### src/shared/cfq_pkg.sv
package cfq_pkg;
    // ******************************************************************
    // timing and configuration constants
    // ******************************************************************
    localparam int CLK_PERIOD_NS     = 40;        // core clock period
    localparam int DEF_DEPTH         = 16;        // default queue depth
    localparam int MIN_DEPTH         = 16;        // smallest supported depth
    localparam int MAX_DEPTH         = 4194304;   // largest supported depth
    localparam longint MAX_BITS      = 150000000; // total storage limit
    localparam int DEF_WR_WIDTH      = 32;        // default write width
    localparam int DEF_RD_WIDTH      = 32;        // default custom read width
    localparam int DEF_PRECISION     = 4;         // default fill fraction bits
    localparam int DEF_RST_STAGES    = 1;         // default reset latency
    localparam int DISABLE_CYCLES    = 20;        // post reset dead window
    localparam int NORST_WAIT_CYCLES = 8;         // wait without reset port
    localparam int RST_HOLD_MIN      = 3;         // least reset hold
    localparam int RST_HOLD_PREF     = 5;         // preferred reset hold
    localparam int POST_RST_WAIT     = 30;        // no-access zone after reset
    localparam int CTRL_ADDR_W       = 4;         // controller register address width
    // controller register offsets (word index)
    localparam logic [3:0] REG_CTRL   = 4'h0;     // bit1 soft reset
    localparam logic [3:0] REG_WDATA  = 4'h1;     // write: push word
    localparam logic [3:0] REG_RDATA  = 4'h2;     // read: last popped word
    localparam logic [3:0] REG_STATUS = 4'h3;     // flags
    localparam logic [3:0] REG_COUNT  = 4'h4;     // word count
    localparam logic [3:0] REG_POP    = 4'h5;     // write: request pop
    localparam int CTRL_SRST_BIT      = 1;        // soft reset request bit
    // status field positions
    localparam int ST_EMPTY  = 0;
    localparam int ST_FULL   = 1;
    localparam int ST_NEMPTY = 2;
    localparam int ST_NFULL  = 3;
    localparam int ST_BUSY   = 4;
    localparam int ST_RVALID = 5;
endpackage

### src/shared/cfq_if.sv
`timescale 1ns/10ps
interface cfq_if #(
    parameter int WR_W = 32,
    parameter int RD_W = 32,
    parameter int CNT_W = 5,
    parameter int PREC = 4
);
    logic             rst_req;     // reset request from controller, high active
    logic             enable;      // optional clock enable
    logic             write_strobe;
    logic [WR_W-1:0]  write_data;
    logic             read_strobe;
    logic [RD_W-1:0]  read_data;
    logic             read_valid;
    logic             full;
    logic             empty;
    logic             near_empty_flag;
    logic             near_full_flag;
    logic [CNT_W-1:0] word_count;
    logic [PREC-1:0]  fill_fraction;
    logic             rst_busy;    // queue still in reset window
    modport dev (input rst_req, enable, write_strobe, write_data, read_strobe,
                 output read_data, read_valid, full, empty, near_empty_flag,
                 near_full_flag, word_count, fill_fraction, rst_busy);
    modport ctl (output rst_req, enable, write_strobe, write_data, read_strobe,
                 input read_data, read_valid, full, empty, near_empty_flag,
                 near_full_flag, word_count, fill_fraction, rst_busy);
endinterface

### src/rtl/cfq_rst_pipe.sv
`timescale 1ns/10ps
module cfq_rst_pipe #(
    parameter int STAGES = 1
) (
    input  wire logic CORE_CLK,
    input  wire logic ARST_N,
    input  wire logic req_in,
    output logic      req_out
);
    // ******************************************************************
    // reset latency pipeline
    // ******************************************************************
    typedef struct packed {
        logic [STAGES-1:0] sh; // delay stages
    } cfq_rp_state_type;
    cfq_rp_state_type st_r;
    cfq_rp_state_type st_nxt;

    initial begin
        if (STAGES < 1) $error("reset latency must be at least one");
    end

    // shift the request through the stages, one per clock
    always_comb begin
        st_nxt = st_r;
        // one bit wider than the pipe; the cast drops the oldest stage on purpose,
        // and a single stage needs no reversed part-select
        st_nxt.sh = STAGES'({st_r.sh, req_in});
    end

    // async reset counts as an active request
    always_ff @(posedge CORE_CLK or negedge ARST_N) begin
        if (!ARST_N) begin
            st_r <= '1;
        end else begin
            st_r <= st_nxt;
        end
    end

    assign req_out = st_r.sh[STAGES-1];
endmodule

### src/rtl/cfq_queue.sv
// Chosen here: the register offsets and the strobed register port.
`timescale 1ns/10ps
module cfq_queue #(
    parameter int DEPTH      = cfq_pkg::DEF_DEPTH,
    parameter int WR_W       = cfq_pkg::DEF_WR_WIDTH,
    parameter int RD_W       = cfq_pkg::DEF_RD_WIDTH,
    parameter int PREC       = cfq_pkg::DEF_PRECISION,
    parameter int RST_STAGES = cfq_pkg::DEF_RST_STAGES,
    parameter bit LOOK_AHEAD = 1'b0,
    parameter bit OUT_REG    = 1'b0,
    parameter bit HAS_ENABLE = 1'b0,
    parameter int CNT_W      = $clog2(DEPTH) + 1
) (
    input wire logic CORE_CLK,
    input wire logic ARST_N,
    cfq_if.dev       Q
);
    // ******************************************************************
    // geometry: storage is held in units of the narrower width
    // ******************************************************************
    localparam int UNIT_W  = (WR_W < RD_W) ? WR_W : RD_W;
    localparam int WR_K    = WR_W / UNIT_W;              // units per write
    localparam int RD_K    = RD_W / UNIT_W;              // units per read
    localparam int KMAX    = (WR_K > RD_K) ? WR_K : RD_K;
    localparam int UNITS   = DEPTH * WR_K;               // depth counts write words
    localparam int PTR_W   = $clog2(UNITS);
    localparam int UCNT_W  = PTR_W + 1;
    localparam int TMR_W   = $clog2(cfq_pkg::DISABLE_CYCLES + 1);

    // elaboration checks
    initial begin
        if (DEPTH < cfq_pkg::MIN_DEPTH || DEPTH > cfq_pkg::MAX_DEPTH)
            $error("depth out of range");
        if ((DEPTH & (DEPTH - 1)) != 0)
            $error("depth must be a power of two");
        if (!(KMAX == 1 || KMAX == 2 || KMAX == 4 || KMAX == 8) ||
            (WR_W % UNIT_W) != 0 || (RD_W % UNIT_W) != 0)
            $error("write to read width ratio not supported");
        if (longint'(DEPTH) * longint'(WR_W) > cfq_pkg::MAX_BITS)
            $error("total storage exceeds limit");
        if (PREC < 1 || PREC > PTR_W) $error("precision out of range");
        if (CNT_W < UCNT_W - $clog2(WR_K)) $error("count width too small");
    end

    // storage array, declared here because it holds many words
    logic [UNIT_W-1:0] mem [UNITS];

    // ******************************************************************
    // state
    // ******************************************************************
    typedef struct packed {
        logic [PTR_W-1:0]  wptr;    // next free unit
        logic [PTR_W-1:0]  rptr;    // oldest unit
        logic [UCNT_W-1:0] ucnt;    // units stored
        logic [TMR_W-1:0]  dead;    // post reset disable timer
        logic [RD_W-1:0]   dout;    // read data stage
        logic              dvalid;  // read data stage valid
        logic [RD_W-1:0]   oreg;    // optional output register
        logic              ovalid;
        logic              full;
        logic              empty;
        logic              nempty;
        logic              nfull;
        logic [CNT_W-1:0]  wcnt;
        logic [PREC-1:0]   frac;
    } cfq_q_state_type;
    cfq_q_state_type st_r;
    cfq_q_state_type st_nxt;

    logic             srst;      // delayed reset request
    logic [RD_W-1:0]  rd_word;   // word at read pointer
    logic [UCNT_W-1:0] ucnt_new;

    cfq_rst_pipe #(.STAGES(RST_STAGES)) u_rst (
        .CORE_CLK (CORE_CLK),
        .ARST_N   (ARST_N),
        .req_in   (Q.rst_req),
        .req_out  (srst)
    );

    // gather the read word from consecutive units, oldest in the low bits
    always_comb begin
        rd_word = '0;
        for (int i = 0; i < RD_K; i++) begin
            rd_word[i*UNIT_W +: UNIT_W] = mem[PTR_W'(st_r.rptr + PTR_W'(i))];
        end
    end

    // ******************************************************************
    // next state
    // ******************************************************************
    always_comb begin
        logic en;
        logic can_wr;
        logic can_rd;
        logic pop;
        en     = 1'b0;
        can_wr = 1'b0;
        can_rd = 1'b0;
        pop    = 1'b0;
        st_nxt = st_r;
        ucnt_new = st_r.ucnt;
        // optional enable gates writes and pops
        en = (HAS_ENABLE ? Q.enable : 1'b1) && (st_r.dead == '0);
        // room and data measured in whole words
        can_wr = en && Q.write_strobe && (st_r.ucnt <= UCNT_W'(UNITS - WR_K));
        can_rd = st_r.ucnt >= UCNT_W'(RD_K);
        if (LOOK_AHEAD) begin
            // head word falls through; a strobe consumes it
            pop = en && can_rd && (!st_r.dvalid || Q.read_strobe);
        end else begin
            pop = en && can_rd && Q.read_strobe;
        end
        if (st_r.dead != '0) st_nxt.dead = st_r.dead - TMR_W'(1);
        if (can_wr) begin
            st_nxt.wptr = PTR_W'(st_r.wptr + PTR_W'(WR_K));
            ucnt_new = ucnt_new + UCNT_W'(WR_K);
        end
        if (pop) begin
            st_nxt.rptr = PTR_W'(st_r.rptr + PTR_W'(RD_K));
            ucnt_new = ucnt_new - UCNT_W'(RD_K);
            st_nxt.dout   = rd_word;
            st_nxt.dvalid = 1'b1;
        end else if (LOOK_AHEAD ? (en && Q.read_strobe) : 1'b1) begin
            st_nxt.dvalid = 1'b0;
        end
        st_nxt.ucnt   = ucnt_new;
        st_nxt.full   = ucnt_new > UCNT_W'(UNITS - WR_K);
        st_nxt.empty  = ucnt_new < UCNT_W'(RD_K);
        st_nxt.nempty = ucnt_new < UCNT_W'(2 * RD_K);
        st_nxt.nfull  = ucnt_new > UCNT_W'(UNITS - 2 * WR_K);
        st_nxt.wcnt   = CNT_W'(ucnt_new / UCNT_W'(RD_K));
        // top bits of units over capacity, saturating when full
        if (ucnt_new[PTR_W]) begin
            st_nxt.frac = '1;
        end else begin
            st_nxt.frac = ucnt_new[PTR_W-1 -: PREC];
        end
        // output register stage, one extra cycle
        // in look-ahead mode the register is the fall-through stage itself, so data and
        // valid move together and a consumed word is never shown a second time
        st_nxt.oreg   = LOOK_AHEAD ? st_nxt.dout : st_r.dout;
        st_nxt.ovalid = LOOK_AHEAD ? st_nxt.dvalid : st_r.dvalid;
        if (srst) begin
            st_nxt = '0;
            st_nxt.empty  = 1'b1;
            st_nxt.nempty = 1'b1;
            st_nxt.dead   = TMR_W'(cfq_pkg::DISABLE_CYCLES);
        end
    end

    // state register, queue starts empty and disabled
    always_ff @(posedge CORE_CLK or negedge ARST_N) begin
        if (!ARST_N) begin
            st_r        <= '0;
            st_r.empty  <= 1'b1;
            st_r.nempty <= 1'b1;
            st_r.dead   <= TMR_W'(cfq_pkg::DISABLE_CYCLES);
        end else begin
            st_r <= st_nxt;
        end
    end

    // storage write, no reset needed for contents
    always_ff @(posedge CORE_CLK) begin
        if (!srst && st_nxt.wptr != st_r.wptr) begin
            for (int i = 0; i < WR_K; i++) begin
                mem[PTR_W'(st_r.wptr + PTR_W'(i))] <= Q.write_data[i*UNIT_W +: UNIT_W];
            end
        end
    end

    // ******************************************************************
    // outputs
    // ******************************************************************
    assign Q.read_data       = OUT_REG ? st_r.oreg : st_r.dout;
    assign Q.read_valid      = OUT_REG ? st_r.ovalid : st_r.dvalid;
    assign Q.full            = st_r.full;
    assign Q.empty           = st_r.empty;
    assign Q.near_empty_flag = st_r.nempty;
    assign Q.near_full_flag  = st_r.nfull;
    assign Q.word_count      = st_r.wcnt;
    assign Q.fill_fraction   = st_r.frac;
    assign Q.rst_busy        = (st_r.dead != '0);
endmodule

### src/flat_wrapper.sv
// flat-port wrapper written by rule: the top's interface ports become plain ports
module cfq_queue_flat 
#(
    parameter int DEPTH      = cfq_pkg::DEF_DEPTH,
    parameter int WR_W       = cfq_pkg::DEF_WR_WIDTH,
    parameter int RD_W       = cfq_pkg::DEF_RD_WIDTH,
    parameter int PREC       = cfq_pkg::DEF_PRECISION,
    parameter int RST_STAGES = cfq_pkg::DEF_RST_STAGES,
    parameter bit LOOK_AHEAD = 1'b0,
    parameter bit OUT_REG    = 1'b0,
    parameter bit HAS_ENABLE = 1'b0,
    parameter int CNT_W      = $clog2(DEPTH) + 1
)
  (CORE_CLK, ARST_N, Q_rst_req, Q_enable, Q_write_strobe, Q_write_data, Q_read_strobe, Q_read_data, Q_read_valid, Q_full, Q_empty, Q_near_empty_flag, Q_near_full_flag, Q_word_count, Q_fill_fraction, Q_rst_busy);
  cfq_if #(.WR_W(WR_W), .RD_W(RD_W), .CNT_W(CNT_W), .PREC(PREC)) Q_i ();
  input wire logic CORE_CLK;
  input wire logic ARST_N;
  input wire logic [$bits(Q_i.rst_req)-1:0] Q_rst_req;
  input wire logic [$bits(Q_i.enable)-1:0] Q_enable;
  input wire logic [$bits(Q_i.write_strobe)-1:0] Q_write_strobe;
  input wire logic [$bits(Q_i.write_data)-1:0] Q_write_data;
  input wire logic [$bits(Q_i.read_strobe)-1:0] Q_read_strobe;
  output wire logic [$bits(Q_i.read_data)-1:0] Q_read_data;
  output wire logic [$bits(Q_i.read_valid)-1:0] Q_read_valid;
  output wire logic [$bits(Q_i.full)-1:0] Q_full;
  output wire logic [$bits(Q_i.empty)-1:0] Q_empty;
  output wire logic [$bits(Q_i.near_empty_flag)-1:0] Q_near_empty_flag;
  output wire logic [$bits(Q_i.near_full_flag)-1:0] Q_near_full_flag;
  output wire logic [$bits(Q_i.word_count)-1:0] Q_word_count;
  output wire logic [$bits(Q_i.fill_fraction)-1:0] Q_fill_fraction;
  output wire logic [$bits(Q_i.rst_busy)-1:0] Q_rst_busy;
  assign Q_i.rst_req = Q_rst_req;
  assign Q_i.enable = Q_enable;
  assign Q_i.write_strobe = Q_write_strobe;
  assign Q_i.write_data = Q_write_data;
  assign Q_i.read_strobe = Q_read_strobe;
  assign Q_read_data = Q_i.read_data;
  assign Q_read_valid = Q_i.read_valid;
  assign Q_full = Q_i.full;
  assign Q_empty = Q_i.empty;
  assign Q_near_empty_flag = Q_i.near_empty_flag;
  assign Q_near_full_flag = Q_i.near_full_flag;
  assign Q_word_count = Q_i.word_count;
  assign Q_fill_fraction = Q_i.fill_fraction;
  assign Q_rst_busy = Q_i.rst_busy;
  cfq_queue #(.DEPTH(DEPTH), .WR_W(WR_W), .RD_W(RD_W), .PREC(PREC), .RST_STAGES(RST_STAGES), .LOOK_AHEAD(LOOK_AHEAD), .OUT_REG(OUT_REG), .HAS_ENABLE(HAS_ENABLE), .CNT_W(CNT_W)) u_core (.CORE_CLK(CORE_CLK), .ARST_N(ARST_N), .Q(Q_i));
endmodule
### config.mk
export PLATFORM = sky130hd
export DESIGN_NAME = cfq_queue_flat
export DESIGN_NICKNAME = d
export VERILOG_FILES = /design/src/shared/cfq_pkg.sv /design/src/shared/cfq_if.sv /design/src/rtl/cfq_rst_pipe.sv /design/src/rtl/cfq_queue.sv /design/src/flat_wrapper.sv
export SDC_FILE = /design/constraint.sdc
export NUM_CORES = 1
export LEC_CHECK = 0
export ABC_AREA = 0
export BUFFER_PORTS_ARGS = -buffer_cell sky130_fd_sc_hd__clkbuf_2
export CAP_MARGIN = 20
export CORE_UTILIZATION = 23
export DETAILED_ROUTE_END_ITERATION = 7
export HOLD_SLACK_MARGIN = 0.08
export REMOVE_ABC_BUFFERS = 1
export SETUP_SLACK_MARGIN = 0.4
export SYNTH_ARGS = -nofsm -noshare
export SYNTH_HDL_FRONTEND = slang
export SYNTH_SLANG_ARGS = --single-unit
export TNS_END_PERCENT = 50
### constraint.sdc
create_clock -name CORE_CLK -period 5.4 [get_ports CORE_CLK]
set_input_delay 0.27 -clock CORE_CLK [delete_from_list [all_inputs] [get_ports CORE_CLK]]
set_output_delay 0.27 -clock CORE_CLK [all_outputs]
set_load 0.02 [all_outputs]
==> results_tabular.tex, run 1 <==
\begin{tabular}{lr}
\hline
Metric & Value \\
\hline
\multicolumn{2}{l}{\textbf{Timing}} \\
\quad Share of the clock period used by the worst path after layout & 69.0\% \\
\quad Setup repair after global routing missed its margin & false \\
\quad Slew at the pin closest to its max-slew limit & 1090 ps \\
\quad Post-route worst hold slack & 105 ps \\
\quad Final number of setup-violating endpoints & 0 \\
\quad Headroom to the max-slew limit & 27.2\% \\
\quad Final setup skew & just over 30 ps \\
\quad Min Clock Period, post-route & 3720 ps \\
\quad Timing-limited maximum frequency & 0.269 GHz \\
\quad Final slew viol count & 0 \\
\quad Final hold violation count & 0 \\
\multicolumn{2}{l}{\textbf{Clock tree}} \\
\quad Total CTS buffers & 53 \\
\quad Clock buffer depth & 3 \\
\quad Clk\_lat worst skew & about 600 ps \\
\quad Clock root buffer & clkbuf\_16 \\
\quad Number of sinks driven by the clock tree & approximately 570 \\
\quad Clock Pin Slew Worst Setup and Hold Paths & 60 ps \\
\quad Count of H-tree levels built during CTS & 2 \\
\quad TritonCTS clock tree & done \\
\multicolumn{2}{l}{\textbf{Routing}} \\
\quad Per-cell via count in the routed design & 4.29 \\
\quad Routed length on met3 & 2.67 mm \\
\quad Met2 routed WL & 24.2 mm \\
\quad Total DRC errors in the routed layout & 0 \\
\quad Met1 WL & 22.8 mm \\
\quad Via Count & about 11000 \\
\quad Detailed Route Iter0 Violations & 905 \\
\quad Final routed wirelength across all metal layers & 50.5 mm \\
\quad Top metal layer carrying routed signals & met5 \\
\quad Number of nets still failing antenna checks after routing & 0 \\
\quad Routed length per instance & 20.4 um \\
\quad Drt pass-1 iters & 5 \\
\multicolumn{2}{l}{\textbf{Die}} \\
\quad Top Ports & 85 \\
\quad Placeable core region & 0.0966 mm\^{}2 \\
\quad Die Height & between 300 and 400 um \\
\quad Full die area & between 0.09 and 0.1 mm\^{}2 \\
\quad Chip Width & 314 um \\
\quad Initial Utilization & 23.2\% \\
\quad \# rows & 114 \\
\multicolumn{2}{l}{\textbf{Job}} \\
\quad Maxcap violations & 0 \\
\multicolumn{2}{l}{\textbf{Place}} \\
\quad Gp weighted congestion & approximately 0.7 \\
\quad Placed cell areas & 0.0242 mm\^{}2 \\
\quad Count of input and output buffers & 83 \\
\quad Half-perimeter wire length after placement & about 28 mm \\
\multicolumn{2}{l}{\textbf{Setup path}} \\
\quad Crit-path max FO & 25 \\
\quad Classification of the worst setup path & register to register \\
\quad Worst EP arrival & 4000 ps \\
\quad Flop2flop setup slack & around 1700 ps \\
\quad CP Capture Type & register \\
\quad Nature of the critical path startpoint & register \\
\quad Req. time, crit path & 5680 ps \\
\multicolumn{2}{l}{\textbf{Logic synthesis}} \\
\quad Yosys Warn Count & 0 \\
\quad Cells after Synth & 1066 \\
\quad Number of distinct library cells after synthesis & 44 \\
\quad Dominant cell type by area after synthesis & edfxtp\_1 \\
\quad Sequential-to-total area share from yosys stat & 75.4\% \\
\quad Cell area after technology mapping & 0.0224 mm\^{}2 \\
\quad Yosys top cell area share & around two thirds \\
\quad Flop and latch count out of synthesis & 572 \\
\quad Area contributors post-synth & edfxtp\_1 (69\%), mux4\_2 (16\%), dfrtp\_1 (6.1\%), buf\_4 (1.4\%), nand2\_1 (1.3\%) \\
\quad Dominant register cell in the synthesized netlist & edfxtp\_1 \\
\quad Syn avg cell area & about 21 um\^{}2 \\
\quad Synth async-reset ratio & 10.5\% \\
\quad Number of enable-type register cells in the synthesized netlist & 512 \\
\multicolumn{2}{l}{\textbf{Cells and area}} \\
\quad Antenna fix cells & 0 \\
\quad Area growth from synthesis to layout & 16.8\% \\
\quad Nets@finish & 1199 \\
\quad Combined flip-flop and latch cell area & 0.0169 mm\^{}2 \\
\quad Share of final-layout standard cells stronger than drive strength 1 & about a third \\
\quad Summed area of non-filler cells in the final layout & 0.0261 mm\^{}2 \\
\quad Count of filler cells inserted in the layout & 9498 \\
\quad Multi-input gate area & about 0.005 mm\^{}2 \\
\quad End-of-flow core utilization & 27.1\% \\
\multicolumn{2}{l}{\textbf{Global routing}} \\
\quad Antenna violations before repair & 4 \\
\quad Wire length of the first global-routing pass & 75.0 mm \\
\quad GRT overflow & 0 \\
\quad Largest net degree at the start of global routing & 66 \\
\quad Global router's overall resource usage & 10.2\% \\
\quad Vias in the first global route & 11166 \\
\multicolumn{2}{l}{\textbf{Run status}} \\
\quad Result of the run & finished, final reports clean \\
\multicolumn{2}{l}{\textbf{Min path}} \\
\quad Hold Crit Class & primary input to register \\
\multicolumn{2}{l}{\textbf{Power}} \\
\quad Leakage power of the design & 0.00805 uW \\
\quad Power per cell area & 333 mW/mm\^{}2 \\
\quad Post-layout power & 8710 uW \\
\quad VDD IR-drop max & around 0.00024 V \\
\hline
\end{tabular}
per-layer routing:
| layer | track usage (%) | up-vias |
|---|---|---|
| met2 | 16.5 | 292 |
| met4 | 2.12 | 8 |
| li1 | - | 4488 |
| met1 | 14.3 | 5738 |
| met5 | 0 | - |
| met3 | 2.01 | 71 |
worst paths after layout:
path	startpoint	to	depth (start not counted)
setup / recovery	u_core.st_r[79]	u_core.mem[10][15]	7
hold / removal	Q_write_data[3]	u_core.mem[2][3]	1
hold reg to reg	u_core.Q.read_data[18]	u_core.Q.read_data[18]	2
min in group asynchronous	ARST_N	u_core.Q.read_data[15]	3
max in group asynchronous	ARST_N	u_core.Q.read_data[14]	4
setup reg to reg	u_core.st_r[79]	u_core.mem[10][15]	7
area by class of cell:
class	instances	area share (%)
clock buffers	69	5.49
clock inverters	29	1.13
inverters	8	0.115
multi-input cells	387	19.1
flip-flops and latches	572	64.6
well taps	1276	6.11
repair buffers	129	3.40
cells in the final DEF (no fill, tap or decap), types with 3 or more instances in the layout:
cell           instances
nor2_4                 3
edfxtp_1             512
xor2_1                 6
clkbuf_2              82
clkbuf_1              11
a21oi_2                3
buf_12                 6
a31o_2                 3
a31oi_1                4
dfrtp_1               51
nand3_1                3
nand2_1               77
ha_1                  10
clkinv_1              11
xnor2_1                8
bufinv_16              5
nand4_1                4
nor3_1                 3
dfstp_2                4
clkinv_2               9
and2_2                 6
buf_4                 21
nor3_2                 3
a21oi_1               38
and3_1                 3
inv_1                  8
dfrtp_4                3
nor2_1                21
clkbuf_8               5
clkbuf_16             53
mux4_2               160
dlygate4sd3_1         20
cells by family (layout without fill, tap and decap cells):
| kind of cell | count (synthesis) | after routing | share of synthesized area, % |
|---|---|---|---|
| AO/OA/AOI/OAI | 63 | 63 | 1.87 |
| XOR/XNOR | 14 | 14 | 0.548 |
| AND/OR/NAND/NOR | 137 | 137 | 2.78 |
| multiplexers | 163 | 163 | 16.3 |
| buffers and inverters | 107 | 235 | 2.60 |
| adder cells (fa/ha/maj) | 10 | 10 | 0.559 |
| flip-flops | 572 | 572 | 75.4 |
metrics by stage:
step                      setup TNS, ps  instances  worst slack [ps]
after CTS                             0       2468              1630
after detailed placement              0       2350              1660
final                                 0       2470              1680
after global placement                0       2347              1740
after floorplan                  -50590        967             -1010
after global routing                  0       2470              1420
what timing repair did:
action                                 CTS  global route
hold buffers                            20             0
endpoints found under the hold margin  244             0
buffers inserted                         0             0
gates resized for setup                  0             0
synthesized netlist by cell type (all sizes together) (4+ instances only):
| cell type | count |
|---|---|
| nand4 | 4 |
| nor4 | 4 |
| dfstp | 5 |
| xor2 | 6 |
| a21oi | 41 |
| buf | 69 |
| xnor2 | 8 |
| nand2 | 77 |
| a31oi | 4 |
| inv | 8 |
| dfrtp | 55 |
| edfxtp | 512 |
| a31o | 4 |
| and2 | 8 |
| mux4 | 160 |
| nor3 | 6 |
| clkbuf | 30 |
| ha | 10 |
| nor2 | 24 |
report_power, final:
part | switching [uW] | total, uW | internal (uW) | leakage, uW
registers | 18.3 | 4850 | 4830 | 0.00541
logic | 82.6 | 115 | 32.5 | 0.00179
clock network | 1630 | 3750 | 2120 | 0.000851
total | 1730 | 8710 | 6980 | 0.00805
registers in the layout, summed over array words and instances (netlist names):
name                      cells
u_core.mem                  512
u_core.Q.read_data           32
u_core.st_r                  18
u_core.Q.fill_fraction        4
u_core.Q.empty                1
u_core.Q.full                 1
u_core.Q.near_empty_flag      1
u_core.Q.near_full_flag       1
u_core.Q.read_valid           1
u_core.u_rst.req_out          1
critical path: stages, from the launching register on:
cell and delay, ps:
dfrtp_1 400, inv_1 110, ha_1 200, nor4b_4 630, o211a_1 510, nand2_1 300, nor2_4 920, buf_4 350
Note: power is estimated with default switching activity, not from simulation.
==> inputs of run 2 (changes only) <==
==> constraint.sdc (replaced) <==
create_clock -name CORE_CLK -period 3.8 [get_ports CORE_CLK]
set_input_delay 0.19 -clock CORE_CLK [delete_from_list [all_inputs] [get_ports CORE_CLK]]
set_output_delay 0.19 -clock CORE_CLK [all_outputs]
set_load 0.02 [all_outputs]
==> run 2 against run 1 <==
Sequential cell count stayed put. Routed wire length grew 0.62%. Non-clock buffer count increased by 28. First-iteration DRC count grew 3.3%. Register-to-register slack got worse by 940 ps. Cell area rose by 1.3%. Combinational power up 68%. Critical path depth is 1 higher. Sequential share of layout area down 0.82 points. Count of clock-buffer cells in the layout shrank 4. Worst setup slack worse by 940 ps. Largest cell class unchanged.
==> results_tabular.tex, run 2 (synthesis results as in run 1) <==
\begin{tabular}{lr}
\hline
Metric & Value \\
\hline
\multicolumn{2}{l}{\textbf{Timing}} \\
\quad Headroom to the max-slew limit & 41.7\% (was 27.2\%) \\
\quad Share of the clock period used by the worst path after layout & 80.7\% (was 69.0\%) \\
\quad Final slew viol count & 0 (unchanged) \\
\quad Slew at the pin closest to its max-slew limit & 875 ps (was 1090 ps) \\
\quad Setup repair after global routing missed its margin & false (unchanged) \\
\quad Final hold violation count & 0 (unchanged) \\
\quad Final setup skew & 54.2 ps (was 30.6 ps) \\
\quad Final number of setup-violating endpoints & 0 (unchanged) \\
\quad Timing-limited maximum frequency & 0.326 GHz (was 0.269 GHz) \\
\quad Min Clock Period, post-route & 3070 ps (was 3720 ps) \\
\quad Setup WS post-layout & 734 ps (was 1680 ps) \\
\multicolumn{2}{l}{\textbf{Die}} \\
\quad Top Ports & 85 (unchanged) \\
\quad \# rows & 114 (unchanged) \\
\quad Full die area & 0.0986 mm\^{}2 (unchanged) \\
\quad Placeable core region & 0.0966 mm\^{}2 (unchanged) \\
\quad Initial Utilization & 23.2\% (unchanged) \\
\quad Die Height & 314 um (unchanged) \\
\quad Chip Width & 314 um (unchanged) \\
\multicolumn{2}{l}{\textbf{Clock tree}} \\
\quad Clock Pin Slew Worst Setup and Hold Paths & 70 ps (was 60 ps) \\
\quad Count of H-tree levels built during CTS & 2 (unchanged) \\
\quad Clk\_lat worst skew & 640 ps (was 600 ps) \\
\quad Clock root buffer & clkbuf\_16 (unchanged) \\
\quad Number of sinks driven by the clock tree & 572 (unchanged) \\
\quad Clock buffer depth & 3 (unchanged) \\
\quad Total CTS buffers & 54 (was 53) \\
\quad TritonCTS clock tree & done (unchanged) \\
\multicolumn{2}{l}{\textbf{Global routing}} \\
\quad Vias in the first global route & 11136 (was 11166) \\
\quad Largest net degree at the start of global routing & 62 (was 66) \\
\quad GRT overflow & 0 (unchanged) \\
\quad Antenna violations before repair & 3 (was 4) \\
\quad Wire length of the first global-routing pass & 74.9 mm (was 75.0 mm) \\
\quad Global router's overall resource usage & 10.3\% (was 10.2\%) \\
\multicolumn{2}{l}{\textbf{Min path}} \\
\quad Hold Crit Class & primary input to register (unchanged) \\
\quad Hold path start & Q\_write\_strobe (was Q\_write\_data[3]) \\
\multicolumn{2}{l}{\textbf{Setup path}} \\
\quad Reg2reg end & u\_core.mem[13][16] (was u\_core.mem[10][15]) \\
\quad Register-to-Register Path Depth & 8 (was 7) \\
\quad Nature of the critical path startpoint & register (unchanged) \\
\quad Flop2flop setup slack & 730 ps (was 1680 ps) \\
\quad Classification of the worst setup path & register to register (unchanged) \\
\quad Worst EP arrival & 3380 ps (was 4000 ps) \\
\quad End of the critical path & u\_core.mem[13][16] (was u\_core.mem[10][15]) \\
\quad CP Capture Type & register (unchanged) \\
\quad Origin of the critical flop-to-flop path & u\_core.st\_r[85] (was u\_core.st\_r[79]) \\
\quad Crit-path max FO & 27 (was 25) \\
\quad Req. time, crit path & 4110 ps (was 5680 ps) \\
\quad Start point of the critical path & u\_core.st\_r[85] (was u\_core.st\_r[79]) \\
\multicolumn{2}{l}{\textbf{Cells and area}} \\
\quad Share of final-layout standard cells stronger than drive strength 1 & 32.4\% (was 32.0\%) \\
\quad Highest-count cells in the layout ignoring fill and taps & edfxtp\_1 (512), mux4\_2 (160), clkbuf\_2 (82), nand2\_1 (77), clkbuf\_16 (54) (was edfxtp\_1 (512), mux4\_2 (160), clkbuf\_2 (82), nand2\_1 (77), clkbuf\_16 (53)) \\
\quad Most common cell after layout, fill and taps aside & edfxtp\_1 (unchanged) \\
\quad Summed area of non-filler cells in the final layout & 0.0265 mm\^{}2 (was 0.0261 mm\^{}2) \\
\quad Number of flip-flops in the largest register & 512 (unchanged) \\
\quad Largest reg by FF count & u\_core.mem (unchanged) \\
\quad Nets@finish & 1228 (was 1199) \\
\quad End-of-flow core utilization & 27.4\% (was 27.1\%) \\
\quad Count of filler cells inserted in the layout & 9481 (was 9498) \\
\quad Area growth from synthesis to layout & 18.3\% (was 16.8\%) \\
\quad Count of placed standard cells in the final layout, fillers left out & 2501 (was 2470) \\
\multicolumn{2}{l}{\textbf{Routing}} \\
\quad Routed length per instance & 20.3 um (was 20.4 um) \\
\quad Final routed wirelength across all metal layers & 50.8 mm (was 50.5 mm) \\
\quad Per-cell via count in the routed design & 4.27 (was 4.29) \\
\quad Number of nets still failing antenna checks after routing & 0 (unchanged) \\
\quad Total DRC errors in the routed layout & 0 (unchanged) \\
\quad Drt pass-1 iters & 5 (unchanged) \\
\quad Detailed Route Iter0 Violations & 935 (was 905) \\
\quad Via Count & 10669 (was 10597) \\
\multicolumn{2}{l}{\textbf{Job}} \\
\quad Maxcap violations & 0 (unchanged) \\
\multicolumn{2}{l}{\textbf{Place}} \\
\quad Half-perimeter wire length after placement & 28.3 mm (was 28.0 mm) \\
\quad Gp weighted congestion & 0.735 (was 0.701) \\
\quad Placed cell areas & 0.0244 mm\^{}2 (was 0.0242 mm\^{}2) \\
\quad Count of input and output buffers & 83 (unchanged) \\
\quad Post-placement setup slack & 640 ps (was 1660 ps) \\
\quad Total instance count after detailed placement & 2363 (was 2350) \\
\multicolumn{2}{l}{\textbf{Power}} \\
\quad Post-layout power & 12200 uW (was 8710 uW) \\
\quad Leakage power of the design & 0.00817 uW (was 0.00805 uW) \\
\quad Power per cell area & 459 mW/mm\^{}2 (was 333 mW/mm\^{}2) \\
\quad VDD IR-drop max & 0.000345 V (was 0.000236 V) \\
\multicolumn{2}{l}{\textbf{Run status}} \\
\quad Result of the run & finished, final reports clean (unchanged) \\
\hline
\end{tabular}
[run 2: cell types whose count changed in the layout (fill, tap and decap cells not counted), sizes merged]
cell         before  now
buf              27   40
clkbuf          151  147
diode             0    1
bufinv            5    1
clkinv           20   28
dlygate4sd3      20   35
clkinvlp          1    3
[run 2: timing repair]
action / 4_1_cts / 5_1_grt
hold buffers: 34 / 1
resized for setup: 0 / 1
endpoints found under the hold margin: 564 / 11
setup buffers: 0 / 0
endpoints found under the setup margin: 0 / 13
[run 2: worst min path at each step]
stage,end,slack [ps],depth (start not counted)
2_1_floorplan,u_core.Q.fill_fraction[0],-110,0
3_3_place_gp,u_core.u_rst.req_out,330,1
3_5_place_dp,u_core.u_rst.req_out,330,1
4_1_cts,u_core.Q.read_valid,160,4
5_1_grt,u_core.st_r[94],160,4
6_report,u_core.st_r[94],150,4
[run 2: area by class of cell]
class                           instances  area (um^2)  area share [%]
Antenna cell                            1         2.50         0.00945
Clock buffer                           65         1390            5.26
Clock inverter                         35          269            1.02
Inverter                                8         30.0           0.113
Multi-Input combinational cell        387         5000            18.9
Sequential cell                       572        16900            63.8
Tap cell                             1276         1600            6.03
Timing Repair Buffer                  157         1290            4.89
[run 2: worst max-delay path, cell delays in order (launching register included)]
cell     delay (ps)
dfrtp_1         590
ha_1            250
and3_1          160
ha_1            280
o211a_2         410
nand2_1         270
nor2_1          230
and2_2          300
buf_12          260
[run 2: power breakdown]
part / switching (uW) / internal, uW / total, uW
clock: 2370 / 2710 / 5080
sequential: 16.6 / 6860 / 6880
combinational: 133 / 59.9 / 193
total: 2520 / 9630 / 12200
[run 2: metal layers]
metal / part of all wire, % / GRT usage [%]
met1: 44 / 14.0
met4: 1.7 / 2.56
met5: 0.043 / 0
met2: 48 / 16.7
met3: 5.8 / 2.09
[run 2: per-stage QoR]
step	hold slack (ps)	setup TNS (ps)
2_1_floorplan	-106	-361940
3_3_place_gp	329	0
3_5_place_dp	326	0
4_1_cts	157	0
5_1_grt	155	0
6_report	155	0
